$ cat src/rtl/bus_matrix_defs.vh
`ifndef BUS_MATRIX_DEFS_VH
`define BUS_MATRIX_DEFS_VH
// Master port numbers.
`define M_CORE_IDATA      2'h0
`define M_CORE_SYS        2'h1
`define M_PERIPH_DMA      2'h2
`define M_CRC_CALC        2'h3
// Slave port numbers.
`define S_SRAM            3'h0
`define S_ROM             3'h1
`define S_FLASH           3'h2
`define S_EXT_BUS         3'h3
`define S_BRIDGE          3'h4
`define S_NONE            3'h7
// Allowed path table: bit m*5+s set when master m may reach slave s.
`define PATH_ALLOW        20'h7_EF26
// Address map bases and region sizes (address bits above the size select).
`define SRAM_BASE         32'h2000_0000
`define SRAM_MASK         32'hFFF0_0000
`define BB_ALIAS_BASE     32'h2200_0000
`define BB_ALIAS_MASK     32'hFE00_0000
`define ROM_BASE          32'h0080_0000
`define ROM_MASK          32'hFFF0_0000
`define FLASH_BASE        32'h0040_0000
`define FLASH_MASK        32'hFFC0_0000
`define EXT_BASE          32'h6000_0000
`define EXT_MASK          32'hF000_0000
`define BRIDGE_BASE       32'h4000_0000
`define BRIDGE_MASK       32'hF000_0000
// DMA arbitration overhead in main clock cycles.
`define DMA_OVH_M2P       2'h1
`define DMA_OVH_P2M       2'h2
// DMA channel count (12 transmit, 11 receive).
`define DMA_CHANNELS      23
`endif

$ cat src/rtl/system_bus_matrix.v
`timescale 1ns/10ps
// Summary of operation
// - Four masters run concurrently to distinct slaves.
// - Every master decodes with identical address map.
// - Five slaves, each with own arbiter.
// - Masters: core I/D, core system, DMA, CRC.
// - Slaves: SRAM, ROM, flash, external, bridge.
// - Forbidden master-to-slave paths are not wired.
// - SRAM decoded at base 0x2000_0000.
// - Bit-band alias window 0x2200_0000 to 0x23FF_FFFF.
// - ROM always at 0x0080_0000, never remapped.
// - Bridge peripherals run on main system clock.
// - DMA overhead: one cycle out, two in.
// - DMA fixed priority, receive above transmit.
`include "bus_matrix_defs.vh"
module system_bus_matrix (
    input  wire         REF_CLK,     // Main system clock, also the bridge clock.
    input  wire         RST,         // Synchronous active-high reset.
    input  wire [3:0]   M_REQ,       // Per-master request, held until M_READY.
    input  wire [3:0]   M_WRITE,     // Per-master write flag.
    input  wire [127:0] M_ADDR,      // Master m address at bits 32m+31:32m.
    input  wire [127:0] M_WDATA,     // Master m write data.
    output wire [3:0]   M_READY,     // Combinational: access taken this cycle.
    output reg  [3:0]   M_DONE,      // One-cycle pulse when data returned.
    output reg  [3:0]   M_ERR,       // Pulse with M_DONE on unmapped or forbidden path.
    output reg  [127:0] M_RDATA,     // Read data, valid with M_DONE.
    output reg  [4:0]   S_SEL,       // Per-slave access strobe, one cycle.
    output reg  [4:0]   S_WRITE,     // Per-slave write flag.
    output reg  [159:0] S_ADDR,      // Slave s address at bits 32s+31:32s.
    output reg  [159:0] S_WDATA,     // Slave s write data.
    output reg  [4:0]   S_BITOP,     // Access is a bit-band single-bit operation.
    output reg  [24:0]  S_BITSEL,    // Slave s bit index at 5s+4:5s.
    output reg  [7:0]   S_MASTER,    // Granted master number, 2 bits per slave for slaves 0 to 3; slave 4 has no field.
    input  wire [159:0] S_RDATA,     // Slave read data, valid with S_ACK.
    input  wire [4:0]   S_ACK,       // Slave completion pulse.
    input  wire [22:0]  DMA_CH_REQ,  // DMA channel requests, bit 0 lowest priority.
    input  wire         DMA_P2M,     // Current DMA transfer is peripheral to memory.
    output reg  [4:0]   DMA_CH_GNT,  // Channel number chosen for service.
    output reg          DMA_CH_VLD,  // A channel is chosen.
    output reg          DMA_OVH_BUSY // DMA is spending arbitration overhead.
);
    // Decoded target per master and whether it is a bit-band alias access.
    reg  [2:0]  tgt    [0:3];
    reg  [3:0]  is_bb;
    reg  [3:0]  allowed;             // Path exists and address is mapped.
    // Per-slave owner state and per-master pending flags.
    reg  [4:0]  busy_q;              // Slave holds a transaction in flight.
    reg  [1:0]  own_q  [0:4];        // Master owning each slave.
    reg  [1:0]  last_q [0:4];        // Last granted master, for rotation.
    reg  [3:0]  grant  [0:4];        // One-hot grant per slave this cycle.
    reg  [3:0]  pend_q;              // Master waits for completion.
    // DMA overhead counter.
    reg  [1:0]  ovh_q;
    reg  [1:0]  ovh_d;
    integer m;                       // Master index of the sequential block.
    integer s;                       // Slave index of the sequential block.
    integer dm;                      // Master index of the decoders.
    integer am;                      // Candidate master of the arbiters.
    integer ak;                      // Rotation step of the arbiters.
    integer asl;                     // Slave index of the arbiters.
    integer dk;                      // Channel index of the DMA priority pick.
    // Path table held as a vector, since a bare literal cannot be bit-selected.
    localparam [19:0] path_allow = `PATH_ALLOW;

    // Each master owns a decoder; all share one map, so any master sees the same slave.
    // Every process keeps its own loop index, so no process retriggers another
    // through a shared variable.
    always @* begin
        for (dm = 0; dm < 4; dm = dm + 1) begin
            is_bb[dm] = 1'b0;
            tgt[dm]   = `S_NONE;
            if ((M_ADDR[32*dm +: 32] & `SRAM_MASK) == `SRAM_BASE) begin
                tgt[dm] = `S_SRAM;
            end else if ((M_ADDR[32*dm +: 32] & `BB_ALIAS_MASK) == `BB_ALIAS_BASE) begin
                tgt[dm]   = `S_SRAM;
                is_bb[dm] = 1'b1;
            end else if ((M_ADDR[32*dm +: 32] & `ROM_MASK) == `ROM_BASE) begin
                tgt[dm] = `S_ROM;
            end else if ((M_ADDR[32*dm +: 32] & `FLASH_MASK) == `FLASH_BASE) begin
                tgt[dm] = `S_FLASH;
            end else if ((M_ADDR[32*dm +: 32] & `EXT_MASK) == `EXT_BASE) begin
                tgt[dm] = `S_EXT_BUS;
            end else if ((M_ADDR[32*dm +: 32] & `BRIDGE_MASK) == `BRIDGE_BASE) begin
                tgt[dm] = `S_BRIDGE;
            end
            // Unwired paths are refused here, never routed; unmapped never indexes the table.
            allowed[dm] = (tgt[dm] == `S_NONE) ? 1'b0 :
                          path_allow[dm*5 + tgt[dm]];
        end
    end

    // Per-slave round-robin arbiters; a busy slave grants nobody, so losers stall.
    // The candidate after the last winner is tried last in the loop, so it wins.
    always @* begin
        am = 0;
        for (asl = 0; asl < 5; asl = asl + 1) begin
            grant[asl] = 4'h0;
            if (!busy_q[asl]) begin
                for (ak = 4; ak >= 1; ak = ak - 1) begin
                    am = (last_q[asl] + ak) % 4;
                    if (M_REQ[am] && !pend_q[am] && allowed[am] &&
                        tgt[am] == asl[2:0]) begin
                        grant[asl] = 4'h1 << am;
                    end
                end
            end
        end
    end

    // A master is taken when some slave grants it, or at once if refused.
    genvar g;
    generate
        for (g = 0; g < 4; g = g + 1) begin : g_rdy
            assign M_READY[g] = M_REQ[g] && !pend_q[g] &&
                (!allowed[g] || grant[0][g] || grant[1][g] || grant[2][g] ||
                 grant[3][g] || grant[4][g]);
        end
    endgenerate

    // Issue strobes, track ownership and return completions to owners.
    always @(posedge REF_CLK) begin
        if (RST) begin
            busy_q   <= 5'h0_0;
            pend_q   <= 4'h0;
            S_SEL    <= 5'h0_0;
            S_WRITE  <= 5'h0_0;
            S_BITOP  <= 5'h0_0;
            S_ADDR   <= 160'h0;
            S_WDATA  <= 160'h0;
            S_BITSEL <= 25'h0;
            S_MASTER <= 8'h00;
            M_DONE   <= 4'h0;
            M_ERR    <= 4'h0;
            M_RDATA  <= 128'h0;
            for (s = 0; s < 5; s = s + 1) begin
                own_q[s]  <= 2'h0;
                last_q[s] <= 2'h3;
            end
        end else begin
            S_SEL  <= 5'h0_0;
            M_DONE <= 4'h0;
            M_ERR  <= 4'h0;
            // Refused accesses complete next cycle with an error.
            for (m = 0; m < 4; m = m + 1) begin
                if (M_REQ[m] && !pend_q[m] && !allowed[m]) begin
                    M_DONE[m] <= 1'b1;
                    M_ERR[m]  <= 1'b1;
                end
            end
            for (s = 0; s < 5; s = s + 1) begin
                // Completion is checked first so a slave may be re-granted later.
                if (busy_q[s] && S_ACK[s]) begin
                    busy_q[s]                  <= 1'b0;
                    pend_q[own_q[s]]           <= 1'b0;
                    M_DONE[own_q[s]]           <= 1'b1;
                    M_RDATA[32*own_q[s] +: 32] <= S_RDATA[32*s +: 32];
                end
                for (m = 0; m < 4; m = m + 1) begin
                    if (grant[s][m]) begin
                        busy_q[s]         <= 1'b1;
                        pend_q[m]         <= 1'b1;
                        own_q[s]          <= m[1:0];
                        last_q[s]         <= m[1:0];
                        S_MASTER[2*s +: 2] <= m[1:0];
                        S_SEL[s]          <= 1'b1;
                        S_WRITE[s]        <= M_WRITE[m];
                        S_WDATA[32*s +: 32] <= M_WDATA[32*m +: 32];
                        S_BITOP[s]        <= is_bb[m];
                        if (is_bb[m]) begin
                            // Alias word n maps to SRAM word n/32, bit n%32.
                            // The slave gets a plain word address and does the RMW itself.
                            S_ADDR[32*s +: 32] <= `SRAM_BASE |
                                {12'h000, M_ADDR[32*m+7 +: 18], 2'b00};
                            S_BITSEL[5*s +: 5] <= M_ADDR[32*m+2 +: 5];
                        end else begin
                            S_ADDR[32*s +: 32] <= M_ADDR[32*m +: 32];
                            S_BITSEL[5*s +: 5] <= 5'h00;
                        end
                    end
                end
            end
        end
    end

    // Fixed-priority DMA channel pick: highest index wins, receive sits above transmit.
    always @(posedge REF_CLK) begin
        if (RST) begin
            DMA_CH_GNT <= 5'h00;
            DMA_CH_VLD <= 1'b0;
        end else begin
            DMA_CH_VLD <= |DMA_CH_REQ;
            DMA_CH_GNT <= 5'h00;
            // Later channels overwrite earlier ones, so the highest pending index is kept.
            for (dk = 0; dk < `DMA_CHANNELS; dk = dk + 1) begin
                if (DMA_CH_REQ[dk]) begin
                    DMA_CH_GNT <= dk[4:0];
                end
            end
        end
    end

    // Overhead counter loaded when the DMA master is granted a slave.
    // Refused DMA accesses never reach a slave, so they cost no overhead.
    always @* begin
        ovh_d = (ovh_q != 2'h0) ? ovh_q - 2'h1 : 2'h0;
        if (M_READY[`M_PERIPH_DMA] && allowed[`M_PERIPH_DMA]) begin
            ovh_d = DMA_P2M ? `DMA_OVH_P2M : `DMA_OVH_M2P;
        end
    end

    // Busy flag follows the counter; it is a status level, not a stall.
    always @(posedge REF_CLK) begin
        if (RST) begin
            ovh_q        <= 2'h0;
            DMA_OVH_BUSY <= 1'b0;
        end else begin
            ovh_q        <= ovh_d;
            DMA_OVH_BUSY <= (ovh_d != 2'h0);
        end
    end
endmodule

$ cat config.mk
export PLATFORM = sky130hd
export DESIGN_NAME = system_bus_matrix
export DESIGN_NICKNAME = d
export VERILOG_FILES = /design/src/rtl/system_bus_matrix.v
export VERILOG_INCLUDE_DIRS = /design/src /design/src/rtl
export SDC_FILE = /design/constraint.sdc
export NUM_CORES = 2
export LEC_CHECK = 0
export BUFFER_PORTS_ARGS = -buffer_cell sky130_fd_sc_hd__buf_2
export CORE_AREA = 2 2 380 382
export DETAILED_ROUTE_END_ITERATION = 8
export DIE_AREA = 0 0 382 384
export GPL_TIMING_DRIVEN = 0
export PLACE_DENSITY = 0.47
export SKIP_CTS_REPAIR_TIMING = 1
export SLEW_MARGIN = 20
export SYNTH_ARGS = -nofsm -noshare
export SYNTH_HDL_FRONTEND = slang
export SYNTH_SLANG_ARGS = --single-unit
export TNS_END_PERCENT = 20
$ cat constraint.sdc
create_clock -name REF_CLK -period 6.95 [get_ports REF_CLK]
set_clock_uncertainty 0.1 [all_clocks]
set_input_delay 0.3475 -clock REF_CLK [delete_from_list [all_inputs] [get_ports REF_CLK]]
set_output_delay 0.3475 -clock REF_CLK [all_outputs]
set_load 0.02 [all_outputs]
==> impl_metrics.yaml <==
outcome:
  status: "finished, violations left"
  violations: "negative hold slack, negative setup slack"
synthesis:
  synth_cell_types: 99
  synth_edf_count: 20
  synthArstFlopShare: 0
  ys_seq_area_frac: 0.293
  avgSynthCellArea_um2: 7.37
  synthCells: 5122
  synth_ff_type: "dfxtp_1"
  netlist_top_cells_count: "nand2_1, nor2_1, dfxtp_1"
  yosysMostFrequentCell: "nand2_1"
  synth_top_cell_area_share: 0.277
  synth_area_um2: 37700
  syn_nets: 5642
  ys_top_cells_by_area: "dfxtp_1, a22oi_1, nand2_1"
  ys_seq_elements: 542
  synth_area_leader_cell: "dfxtp_1"
  yosysWarningCount: 0
placed_design:
  port_buffers: 959
  place_inst: 7993
  place_ws_ns: -1.32
  gp_congestion: 1.03
  dp_hpwl_um: 231000
sta:
  maxSlewHeadroom: 0.115
  hold_viol: 20
  final.period_utilization: 1.02
  whs_ns: -0.0618
  slew_viol_final: 0
  worstMarginPinSlew_ns: 1.33
  period_needed_ns: 7.10
  max_freq_mhz: 141
  timing.final.ws_setup_ns: -0.153
  rsz0062_at_grt: "true"
  setup-violations-final: 5
floorplan:
  ioPinCount: 970
  dieWidth_um: 382
  initial_utilization: 0.264
  dieHeight_um: 384
  dieArea_um2: 147000
  coreArea_um2: 143000
  fp-row-count: 139
worst_setup_path:
  rr_startpoint: "last_q[3][0]"
  arrival_ns: 7.59
  reg2reg_slack_ns: 0.70
  path_class: "primary input to flip-flop"
  critical_path.endpoint_type: "flip-flop"
  start_kind: "primary input"
  r2r_end: "S_ADDR[125]"
  cp.required_ns: 7.43
  reg2regPathDepth: 14
  crit_fanout: 10
pwr:
  power_density_nw_per_um2: 460
  ir_worst_vdd_mv: 0.337
  leakagePower_uw: 0.0197
layout:
  multi_input_area_um2: 24700
  fillCellCount: 15600
  final_cells: 8299
  layout-drive-gt1-share: 0.223
  nets: 6816
  seq_area_um2: 11100
  syn_to_final_growth_pct: 30.5
global_route:
  grt_pass1_wl_um: 400000
  grt_usage: 0.389
  grt_pass1_vias: 47100
  antenna_found_initial: 64
  overflow: 0
  grt_max_degree: 13
route:
  finalWirelength_um: 303000
  drt_first_pass_iters: 9
  detail_route.iter0.violations: 7817
  via_per_inst: 6.25
  drc: 0
  wl_per_cell_um: 36.5
  postRouteAntennaNets: 0
  num_vias: 51900
min_path:
  hold_class: "primary input to flip-flop"
  hp-start: "M_WDATA[113]"
  worstHoldPathCells: 3
  hold_end: "S_WDATA[17]"
cts:
  cts_buffer_depth: 3
  clkTransAtPathRegs_ns: 0.06
  clockRootBuffer: "clkbuf_16"
  numClockSinks: 542
  cts_max_level: 3
  clock_latency_ns: 0.73
  cts_tree: "yes"
  numCtsBuffers: 77
run:
  maxCapViolCount: 0
-- where the power goes --
| group | leakage [uW] | switching, uW | internal, uW |
|---|---|---|---|
| logic | 0.0140 | 10000 | 3790 |
| clock network | 0.00127 | 1850 | 2430 |
| registers | 0.00446 | 622 | 3920 |
-- worst max-delay path, cell delays in order --
cell and delay, ns:
clkbuf_1 0.56, nor3b_1 0.34, clkbuf_1 0.69, a211oi_1 0.18, ha_1 0.35, o21ai_0 0.53
a211oi_1 0.31, nor3b_1 0.47, o221ai_1 0.18, and3_1 0.24, o211ai_1 0.96, clkbuf_1 0.68
clkbuf_1 1.00, a31oi_1 0.16, a221oi_1 0.44, nor3_1 0.09
-- how the worst max path moves through the flow --
stage               start          end  slack, ns
2_1_floorplan  M_ADDR[26]   M_READY[1]       1.71
3_3_place_gp   M_ADDR[58]   M_READY[1]      -1.42
3_5_place_dp   M_ADDR[93]  own_q[2][1]      -1.32
4_1_cts        M_ADDR[58]   M_READY[1]      -1.03
5_1_grt        M_ADDR[58]  S_ADDR[125]      -0.08
6_report       M_ADDR[61]  S_ADDR[125]      -0.15
-- placed cells by master, fill, tap and decap left out, types with 16 or more instances in the layout --
cell type,n
a211o_1,49
a211oi_1,97
a21oi_1,227
a221o_1,29
a221oi_1,111
a22oi_1,395
a311oi_1,44
a31oi_1,60
and2_1,33
and3_1,31
buf_1,23
buf_2,1025
clkbuf_1,390
clkbuf_16,78
clkbuf_2,24
clkbuf_8,20
dfxtp_1,522
diode_2,38
dlygate4sd3_1,128
edfxtp_1,20
ha_1,65
inv_1,63
mux2_2,143
mux2i_1,178
nand2_1,725
nand2b_1,20
nand3_1,46
nand4_1,16
nor2_1,621
nor3_1,234
nor4_1,26
o211ai_1,32
o21a_1,24
o21ai_0,437
o221ai_1,69
o22ai_1,58
or3_1,16
-- metal layers --
| layer | global-route usage | wire length (um) | vias to the layer above |
|---|---|---|---|
| met3 | 0.128 | 36600 | 979 |
| met1 | 0.476 | 115000 | 25200 |
| met5 | 0.00195 | 371 | - |
| met2 | 0.592 | 130000 | 4218 |
| met4 | 0.231 | 21500 | 54 |
| li1 | - | - | 21400 |
-- through the flow --
| stage | util | hold WS, ns | setup TNS (ns) | area, um^2 | total power, uW |
|---|---|---|---|---|---|
| floorplan | - | 0.326 | 0 | 37700 | 11600 |
| global placement | 0.315 | 0.339 | -164.86 | 44900 | 17500 |
| detailed placement | 0.316 | 0.339 | -128.40 | 45100 | 17500 |
| CTS | 0.334 | -0.311 | -12.26 | 47700 | 21800 |
| global route | 0.345 | 0.000531 | -0.247 | 49200 | 23100 |
| finish | 0.345 | -0.0618 | -0.397 | 49300 | 22700 |
-- state kept, by name (all words and copies together), names as in the netlist, 8 cells and up --
signal / cells
M_RDATA: 128
S_ADDR: 160
S_BITSEL: 25
S_MASTER: 8
S_WDATA: 160
last_q: 10
own_q: 10
-- logic make-up after synthesis --
group,synth area share
compound gates,0.322
xor+xnor,0.000464
fa+ha+maj,0.0215
buf+inv,0.0592
flops,0.293
mux,0.0899
simple gates,0.214
-- final cells by class --
cell class	count	area share
Sequential cell	542	0.224
Buffer	491	0.0411
Clock buffer	119	0.0468
Antenna cell	38	0.00193
Inverter	65	0.00495
Timing Repair Buffer	1099	0.125
Multi-Input combinational cell	4020	0.501
Clock inverter	22	0.00638
Tap cell	1903	0.0483
No activity file was read; power rests on OpenSTA's default activity.
